**src/dpc_defs.svh**
```systemverilog
// Constants for the dual-port memory port controller: offsets, fields and timing counts.
`ifndef DPC_DEFS_SVH
`define DPC_DEFS_SVH

// ----------------------------------------------------------------------------
// Register byte offsets on the Avalon-MM slave
// ----------------------------------------------------------------------------
`define DPC_REG_CFG 4'h0
`define DPC_REG_CMD 4'h4
`define DPC_REG_STATUS 4'h8

// ----------------------------------------------------------------------------
// Field positions
// ----------------------------------------------------------------------------
`define DPC_CFG_SIDE 0
`define DPC_CFG_DRIVE 1
`define DPC_CFG_INHIBIT 2
`define DPC_CMD_ADDR_LSB 0
`define DPC_CMD_ADDR_MSB 12
`define DPC_CMD_DATA_LSB 16
`define DPC_CMD_DATA_MSB 23
`define DPC_CMD_WRITE 24
`define DPC_CMD_SEM 25
`define DPC_ST_ACTIVE 0
`define DPC_ST_CONFLICT 1
`define DPC_ST_MAILBOX 2
`define DPC_ST_INIT 3
`define DPC_ST_DATA_LSB 8
`define DPC_ST_DATA_MSB 15

// ----------------------------------------------------------------------------
// Reset values and fixed addresses
// ----------------------------------------------------------------------------
`define DPC_CFG_RESET 3'h0
`define DPC_MAILBOX_LEFT 13'h1ffe
`define DPC_MAILBOX_RIGHT 13'h1fff
`define DPC_PIN_SYNC_W 10

// ----------------------------------------------------------------------------
// Timing: figures in ns, counts in mclk cycles rounded up, at least one
// ----------------------------------------------------------------------------
`define DPC_CLK_MHZ 20
`define DPC_T_WP_NS 25
`define DPC_T_WH_NS 25
`define DPC_T_AA_NS 35
`define DPC_SYNC_CYC 2
`define DPC_CYC_UP(ns) (((((ns) * `DPC_CLK_MHZ) + 999) / 1000) < 1 ? 1 : \
   ((((ns) * `DPC_CLK_MHZ) + 999) / 1000))
`define DPC_WP_CYC (`DPC_CYC_UP(`DPC_T_WP_NS))
`define DPC_WH_CYC (`DPC_CYC_UP(`DPC_T_WH_NS))
`define DPC_RD_CYC (`DPC_CYC_UP(`DPC_T_AA_NS) + `DPC_SYNC_CYC)

`endif

```
**src/dpc_pkg.sv**
```systemverilog
// Types shared by the dual-port memory port controller.
package dpc_pkg;
   typedef enum logic [2:0] {ST_IDLE, ST_SETUP, ST_STROBE, ST_RECOVER} dpc_state_t;
endpackage

```
**src/dpc_pin_sync.sv**
```systemverilog
// Two-flop synchroniser bank for the asynchronous memory pins.
`timescale 1ns/1ps
`include "dpc_defs.svh"
module dpc_pin_sync (
   input wire logic mclk, // System clock.
   input wire logic rstN, // Synchronised reset, active low.
   input wire logic [`DPC_PIN_SYNC_W-1:0] din, // Asynchronous pin levels.
   output logic [`DPC_PIN_SYNC_W-1:0] dout // Levels safe to read on mclk.
);
   logic [`DPC_PIN_SYNC_W-1:0] meta;

   // Pins idle high, so the chain resets to ones and shows no false event.
   genvar i;
   generate
      for (i = 0; i < `DPC_PIN_SYNC_W; i = i + 1) begin : g_bit
         always_ff @(posedge mclk or negedge rstN) begin
            if (!rstN) begin
               meta[i] <= 1'b1;
               dout[i] <= 1'b1;
            end else begin
               meta[i] <= din[i];
               dout[i] <= meta[i];
            end
         end
      end
   endgenerate
endmodule

```
**src/dpc_port_controller.sv**
```systemverilog
// Controller driving one port of the dual-port memory, ordered over Avalon-MM.
//
// The implementer's own choices: the placing of the registers and the Avalon-MM interface to the registers.
`timescale 1ns/1ps
`include "dpc_defs.svh"

module dpc_port_controller (
   input wire logic mclk, // 20 MHz clock.
   input wire logic reset_n, // Asynchronous reset, active low.
   input wire logic [3:0] avsAddress, // Avalon byte address.
   input wire logic avsRead, // Avalon read request.
   input wire logic avsWrite, // Avalon write request.
   input wire logic [31:0] avsWritedata, // Avalon write data.
   output logic [31:0] avsReaddata, // Avalon read data.
   output logic avsWaitrequest, // Avalon wait, low for the accepting cycle.
   output logic [12:0] ramAddress, // Port address to the memory.
   output logic ramCeN, // Memory chip enable, active low.
   output logic flagSpaceSelectN, // Semaphore space select, active low.
   output logic ramOeN, // Output enable, active low.
   output logic ramRwN, // Write strobe, active low.
   input wire logic [7:0] dataIn, // Data pins as seen.
   output logic [7:0] dataOut, // Data we drive.
   output logic dataOeN, // Data drive enable, active low.
   input wire logic conflictIn, // Busy pin level, low means busy.
   output logic conflictOutN, // Busy pin level we drive, low inhibits.
   output logic conflictOeN, // Busy pin drive enable, active low.
   input wire logic mailboxIrqN // Our side's mailbox flag, active low.
);
   import dpc_pkg::*;

   // -------------------------------------------------------------------------
   // Reset release and pin synchronisers
   // -------------------------------------------------------------------------
   logic rstMeta;
   logic rstN;
   always_ff @(posedge mclk or negedge reset_n) begin
      if (!reset_n) begin
         rstMeta <= 1'b0;
         rstN <= 1'b0;
      end else begin
         rstMeta <= 1'b1;
         rstN <= rstMeta;
      end
   end

   logic [`DPC_PIN_SYNC_W-1:0] pinSync;
   logic [7:0] dataSync;
   logic conflictSync;
   logic irqSync;
   dpc_pin_sync u_sync (
      .mclk(mclk),
      .rstN(rstN),
      .din({mailboxIrqN, conflictIn, dataIn}),
      .dout(pinSync)
   );
   assign dataSync = pinSync[7:0];
   assign conflictSync = pinSync[8];
   assign irqSync = pinSync[9];

   // -------------------------------------------------------------------------
   // State
   // -------------------------------------------------------------------------
   dpc_state_t state, next_state;
   logic [3:0] cnt, next_cnt;
   logic [2:0] cfg, next_cfg;
   logic opWrite, next_opWrite;
   logic opSem, next_opSem;
   logic [12:0] opAddr, next_opAddr;
   logic [7:0] opData, next_opData;
   logic [7:0] rdByte, next_rdByte;
   logic conflictSeen, next_conflictSeen;
   logic initDone, next_initDone;
   logic [31:0] next_avsReaddata;
   logic next_avsWaitrequest;
   logic [12:0] next_ramAddress;
   logic next_ramCeN, next_flagSpaceSelectN, next_ramOeN, next_ramRwN;
   logic [7:0] next_dataOut;
   logic next_dataOeN, next_conflictOutN, next_conflictOeN;
   logic busyNow;
   logic accept;
   logic cmdGo;
   logic capture;
   logic active;

   // While we drive the busy pin ourselves its level is our own, not a stall.
   assign busyNow = !conflictSync && conflictOeN;

   function automatic logic [12:0] own_mailbox(input logic side);
      own_mailbox = side ? `DPC_MAILBOX_RIGHT : `DPC_MAILBOX_LEFT;
   endfunction

   // -------------------------------------------------------------------------
   // Avalon slave and access sequencer
   // -------------------------------------------------------------------------
   always_comb begin
      next_cfg = cfg;
      next_avsWaitrequest = 1'b1;
      next_avsReaddata = avsReaddata;
      cmdGo = 1'b0;
      // Command writes stall until the port is idle and the startup read is done.
      accept = (avsRead || avsWrite) && avsWaitrequest && !(avsWrite
         && avsAddress == `DPC_REG_CMD && (state != ST_IDLE || !initDone));
      if (accept) begin
         next_avsWaitrequest = 1'b0;
         next_avsReaddata = 32'h0;
         if (avsWrite) begin
            if (avsAddress == `DPC_REG_CFG) begin
               next_cfg = avsWritedata[2:0];
            end else if (avsAddress == `DPC_REG_CMD) begin
               cmdGo = 1'b1;
            end
         end else begin
            case (avsAddress)
               `DPC_REG_CFG: next_avsReaddata = {29'h0, cfg};
               `DPC_REG_CMD: next_avsReaddata = {6'h0, opSem, opWrite, opData, 3'h0, opAddr};
               `DPC_REG_STATUS: begin
                  next_avsReaddata[`DPC_ST_ACTIVE] = (state != ST_IDLE);
                  next_avsReaddata[`DPC_ST_CONFLICT] = conflictSeen;
                  next_avsReaddata[`DPC_ST_MAILBOX] = !irqSync;
                  next_avsReaddata[`DPC_ST_INIT] = initDone;
                  next_avsReaddata[`DPC_ST_DATA_MSB:`DPC_ST_DATA_LSB] = rdByte;
               end
               default: next_avsReaddata = 32'h0;
            endcase
         end
      end
   end

   always_comb begin
      next_state = state;
      next_cnt = cnt;
      next_opWrite = opWrite;
      next_opSem = opSem;
      next_opAddr = opAddr;
      next_opData = opData;
      next_rdByte = rdByte;
      next_conflictSeen = conflictSeen;
      next_initDone = initDone;
      capture = 1'b0;
      case (state)
         ST_IDLE: begin
            if (!initDone) begin
               // A read of our own mailbox leaves its flag cleared.
               next_opWrite = 1'b0;
               next_opSem = 1'b0;
               next_opAddr = own_mailbox(cfg[`DPC_CFG_SIDE]);
               next_conflictSeen = 1'b0;
               next_state = ST_SETUP;
            end else if (cmdGo) begin
               next_opWrite = avsWritedata[`DPC_CMD_WRITE];
               next_opSem = avsWritedata[`DPC_CMD_SEM];
               next_opAddr = avsWritedata[`DPC_CMD_ADDR_MSB:`DPC_CMD_ADDR_LSB];
               next_opData = avsWritedata[`DPC_CMD_DATA_MSB:`DPC_CMD_DATA_LSB];
               next_conflictSeen = 1'b0;
               next_state = ST_SETUP;
            end
         end
         ST_SETUP: begin
            next_cnt = opWrite ? 4'(`DPC_WP_CYC) : 4'(`DPC_RD_CYC);
            next_state = ST_STROBE;
         end
         ST_STROBE: begin
            if (busyNow) begin
               // Stall while busy and restart the wait so the strobe outlasts it.
               next_conflictSeen = 1'b1;
               next_cnt = opWrite ? 4'(`DPC_WH_CYC) : 4'(`DPC_RD_CYC);
            end else if (cnt != 4'h0) begin
               next_cnt = cnt - 4'h1;
            end else begin
               if (!opWrite) begin
                  capture = 1'b1;
                  next_rdByte = dataSync;
               end
               next_initDone = 1'b1;
               next_state = ST_RECOVER;
            end
         end
         ST_RECOVER: next_state = ST_IDLE;
         default: next_state = ST_IDLE;
      endcase

      // Pins follow the next state so every output is a plain flip-flop.
      active = (next_state == ST_SETUP) || (next_state == ST_STROBE);
      next_ramAddress = next_opAddr;
      next_ramCeN = !(active && !next_opSem);
      next_flagSpaceSelectN = !(active && next_opSem);
      next_ramOeN = !(active && !next_opWrite);
      next_ramRwN = !((next_state == ST_STROBE) && next_opWrite);
      // Write data stays driven one cycle after the strobe rises for hold time.
      next_dataOeN = !((active || next_state == ST_RECOVER) && next_opWrite);
      next_dataOut = next_opData;
      // The inhibit level moves only while idle, one cycle ahead of any strobe.
      next_conflictOutN = conflictOutN;
      next_conflictOeN = conflictOeN;
      if (state == ST_IDLE) begin
         next_conflictOutN = !cfg[`DPC_CFG_INHIBIT];
         next_conflictOeN = !cfg[`DPC_CFG_DRIVE];
      end
   end

   always_ff @(posedge mclk or negedge rstN) begin
      if (!rstN) begin
         state <= ST_IDLE;
         cnt <= 4'h0;
         cfg <= `DPC_CFG_RESET;
         opWrite <= 1'b0;
         opSem <= 1'b0;
         opAddr <= 13'h0;
         opData <= 8'h0;
         rdByte <= 8'h0;
         conflictSeen <= 1'b0;
         initDone <= 1'b0;
         avsReaddata <= 32'h0;
         avsWaitrequest <= 1'b1;
         ramAddress <= 13'h0;
         ramCeN <= 1'b1;
         flagSpaceSelectN <= 1'b1;
         ramOeN <= 1'b1;
         ramRwN <= 1'b1;
         dataOut <= 8'h0;
         dataOeN <= 1'b1;
         conflictOutN <= 1'b1;
         conflictOeN <= 1'b1;
      end else begin
         state <= next_state;
         cnt <= next_cnt;
         cfg <= next_cfg;
         opWrite <= next_opWrite;
         opSem <= next_opSem;
         opAddr <= next_opAddr;
         opData <= next_opData;
         rdByte <= next_rdByte;
         conflictSeen <= next_conflictSeen;
         initDone <= next_initDone;
         avsReaddata <= next_avsReaddata;
         avsWaitrequest <= next_avsWaitrequest;
         ramAddress <= next_ramAddress;
         ramCeN <= next_ramCeN;
         flagSpaceSelectN <= next_flagSpaceSelectN;
         ramOeN <= next_ramOeN;
         ramRwN <= next_ramRwN;
         dataOut <= next_dataOut;
         dataOeN <= next_dataOeN;
         conflictOutN <= next_conflictOutN;
         conflictOeN <= next_conflictOeN;
      end
   end

   // -------------------------------------------------------------------------
   // Checks
   // -------------------------------------------------------------------------
   logic [5:0] sinceReset;
   always_ff @(posedge mclk or negedge rstN) begin
      if (!rstN) begin
         sinceReset <= 6'h0;
      end else if (sinceReset != 6'h3f) begin
         sinceReset <= sinceReset + 6'h1;
      end
   end

   chk_init_mailbox: assert property (@(posedge mclk) disable iff (!rstN)
      (state == ST_STROBE && !initDone) |-> (ramAddress == own_mailbox(cfg[`DPC_CFG_SIDE])
      && !ramOeN && ramRwN && !ramCeN))
      else $error("startup access is not a read of our own mailbox");

   chk_init_bound: assert property (@(posedge mclk) disable iff (!rstN)
      (sinceReset == 6'h3f && !conflictSeen) |-> initDone)
      else $error("startup mailbox read did not finish in time");

   chk_space_select: assert property (@(posedge mclk) disable iff (!rstN)
      !flagSpaceSelectN |-> ramCeN)
      else $error("flag space selected with memory enable low");

   chk_inhibit_ahead: assert property (@(posedge mclk) disable iff (!rstN)
      $fell(ramRwN) |-> ($stable(conflictOutN) && $stable(conflictOeN)
      && $past(state) == ST_SETUP))
      else $error("busy drive changed as a write strobe began");

   chk_hold_after_busy: assert property (@(posedge mclk) disable iff (!rstN)
      ($rose(conflictSync) && conflictOeN && !ramRwN) |-> ##1 !ramRwN)
      else $error("write strobe released too soon after busy ended");

   chk_stall_read: assert property (@(posedge mclk) disable iff (!rstN)
      capture |-> (!busyNow && !$past(busyNow)))
      else $error("read data taken while busy");
endmodule

```
**config.mk**
```make
export PLATFORM = sky130hd
export DESIGN_NAME = dpc_port_controller
export DESIGN_NICKNAME = d
export VERILOG_FILES = /design/src/dpc_pkg.sv /design/src/dpc_pin_sync.sv /design/src/dpc_port_controller.sv
export VERILOG_INCLUDE_DIRS = /design/src /design/src/src
export SDC_FILE = /design/constraint.sdc
export NUM_CORES = 1
export LEC_CHECK = 0
export BUFFER_PORTS_ARGS = -buffer_cell sky130_fd_sc_hd__buf_2
export CAP_MARGIN = 0
export CORE_ASPECT_RATIO = 1.1
export CORE_UTILIZATION = 45
export DETAILED_ROUTE_END_ITERATION = 8
export GPL_TIMING_DRIVEN = 0
export PLACE_DENSITY = 0.72
export SLEW_MARGIN = 20
export SYNTH_ARGS = -nofsm -noshare
export SYNTH_HDL_FRONTEND = slang
export SYNTH_SLANG_ARGS = --single-unit
```
**constraint.sdc**
```tcl
create_clock -name mclk -period 2.75 [get_ports mclk]
set_input_delay 0.1375 -clock mclk [delete_from_list [all_inputs] [get_ports mclk]]
set_output_delay 0.1375 -clock mclk [all_outputs]
set_load 0.02 [all_outputs]
```
==> run metrics <==
TritonCTS Buffers 9; Overall Power 3.011 mW; met2 usage 33.35%; vias in the first global route 2892; register area share after synthesis 65.49%; Sinks on Clock Net 99; IO Count 111; initial antenna violation count 0; most common cell in the netlist dfrtp_1; Async SR Flop Fraction 100.0%; Slew @ Worst Pin 977.7 ps; GRT busiest layer met2; top post-synthesis cells by area dfrtp_1, dfstp_2, mux2_2; worst reg2reg endpoint rdByte[5]$_DFFE_PN0P_; post-synth top area cell dfrtp_1; RSZ-0062 raised after global routing no; final setup margin 250.5 ps; input/output buffers 94; Starting Density 47.46%; Worst EP arrival 2760 ps; Die H 98.84 um; CP Max Fanout 8; mapped cell area 3836 um^2; Synth cell types 42; Min-Delay Path Class input pin to register; Placed Area 4522 um^2; crit start category register; Post-synth EDFFs 0; synthesis-to-layout area growth 31.83%; minimum clock period 2499 ps; CP Capture Type register; Sequential Power Share 54.0%; Comb pwr share 14.7%; first-pass iteration count of the detailed router 4; # resized after CTS 0; DPL Wire Length 5820 um; synthesized flop and latch total 99; Core Region 8083 um^2; Setup crit start state[0]$_DFF_PN0_; NumNets Final 500; Leak 2.379 nW; cell row count 34; H-tree levels 3; max-cap check violation count 0; setup TNS 0 ps; status finished clean; pin count of the biggest net entering global routing 59; clock slew at reported path FFs 110 ps; Pins Over Slew Limit 0; met3 Usage GRT 3.009%; # setup viols final 0; dpl ws 265.9 ps; vias per cell 4.996; post-DR wirelength/cell 14.62 um; worst hold stages 2; final WL 8214 um; P_sw 0.8906 mW; global placer's final weighted congestion 0.7935; first-pass GRT wire length 13720 um; CTS tree built; Setup Skew 9.796 ps; clock root buffer clkbuf_8; Syn Inst Count 304; Switching Share 29.58%; critical path's slowest cell nor4_1; drt initial violations 121; share of post-route cells with drive strength above 1 40.75%; P_int 2.120 mW; Post-synth top cells dfrtp_1, nand2_1, dfstp_2, o21ai_0, mux2_2; worst rel slew slack 33.14%; syn avg cell area 12.62 um^2; n_diodes 0; # hold bufs at CTS 32; CP required 3010 ps; Min-Delay Endpoint cfg[0]$_DFFE_PN0P_; crit-path cells or3b_2, nor4_1, nor2b_1, buf_2, mux2_2; FMAX 400.1 MHz; insertion delay to the later sink of the worst-skew pair 360 ps; Final Hold Viols 0; YS warnings 0; total setup buffers inserted after CTS 0; reg2reg setup slack 250 ps; deepest clock path buffer count 2; cells on worst reg2reg path 5; full die area 8899 um^2; P per Cell Area 595.4 nW/um^2; drc violations 0; final critical-path share of the clock period 90.89%; met1 Usage GRT 25.19%; die width 90.04 um; via count 2808; Min-Delay Startpoint avsWritedata[0]; Synth Flop Type dfrtp_1; worst ir drop on vdd 362.4 uV; clock share of power 31.4%; top cell type's share of synthesized area 46.31%; Worst path max stage delay 640 ps; worst r2r src state[0]$_DFF_PN0_; Total GRT Usage 19.39%; critical path class register to register; Overflow after GRT 0; post-route cell area 5057 um^2; antenna-violating nets left 0
[sequential cells by signal, indices dropped and copies added (netlist names), 3 cells and up]
register	count
avsReaddata	26
opAddr	13
u_sync.dout	10
u_sync.meta	10
opData	8
rdByte	8
cnt	4
cfg	3
state	3
[how the worst max path moves through the flow]
stage | end | cells after the start
floorplan | rdByte[0]$_DFFE_PN0P_ | 5
global placement | rdByte[6]$_DFFE_PN0P_ | 5
detailed placement | rdByte[5]$_DFFE_PN0P_ | 5
CTS | rdByte[2]$_DFFE_PN0P_ | 5
global route | rdByte[3]$_DFFE_PN0P_ | 5
finish | rdByte[5]$_DFFE_PN0P_ | 5
[cell type report]
class	count	area [um^2]
multi-input cells	181	1189
repair buffers	128	838.3
clock buffers	9	123.9
clock inverters	7	91.34
plain buffers	21	130.1
inverters	9	33.78
flip-flops and latches	99	2516
well taps	108	135.1
fillers	649	3025
[cells by family after synthesis]
| kind of cell | share of synthesized area (%) |
|---|---|
| buffers and inverters | 4.272 |
| xor gates and xnor gates | 0.2284 |
| AOI/OAI and AO/OA | 11.35 |
| and+or+nand+nor | 9.785 |
| other | 0.1958 |
| DFF | 65.49 |
| muxes | 8.350 |
| adders and majority gates | 0.3261 |
[worst max-delay path, delay by kind of cell, from the launching register on]
family	cells	cell delay (ps)
buf+inv	1	220
flops	1	430
mux	1	360
simple gates	3	1390
[metal layers]
layer	share of wire [%]	up-vias
li1	-	1336
met1	44	1360
met2	50	98
met3	4.4	14
met4	1.8	0
met5	0	-
[placed cells by master, fill, tap and decap left out, types with 2 or more instances in the layout]
cell type / synthesis / routed
o22ai_1: 6 / 6
mux2i_1: 5 / 5
dfrtp_1: 71 / 70
nand3b_1: 2 / 2
dlygate4sd3_1: 0 / 32
o211ai_1: 2 / 2
mux2_4: 6 / 6
buf_2: 5 / 99
conb_1: 2 / 8
inv_1: 9 / 9
o21ai_0: 28 / 28
clkbuf_1: 6 / 6
a22oi_1: 5 / 5
nand2b_1: 5 / 5
nand2_1: 47 / 47
nor4_1: 3 / 2
clkbuf_8: 0 / 9
o22a_1: 12 / 12
dfstp_2: 28 / 28
mux2_2: 16 / 16
nor2_1: 5 / 5
a22o_1: 4 / 4
inv_6: 0 / 3
or2_2: 3 / 3
nor2b_1: 2 / 2
buf_6: 2 / 2
clkinv_8: 0 / 4
buf_4: 8 / 8
nor3_1: 5 / 5
[power groups by stage]
stage | combinational [mW] | sequential [mW] | clock (mW)
floorplan | 0.192 | 1.71 | 0
global placement | 0.366 | 1.67 | 0
detailed placement | 0.407 | 1.65 | 0
CTS | 0.445 | 1.63 | 0.965
global route | 0.481 | 1.64 | 1.02
finish | 0.442 | 1.62 | 0.944
[stage by stage]
step / hold slack, ps / util, % / cells
2_1_floorplan: -158.1 / - / 310
3_3_place_gp: -77.65 / 55.25 / 512
3_5_place_dp: -74.35 / 55.94 / 514
4_1_cts: 26.95 / 62.57 / 562
5_1_grt: 41.04 / 62.57 / 562
6_report: 37.32 / 62.57 / 562
Power figures use the tool's default switching activity.
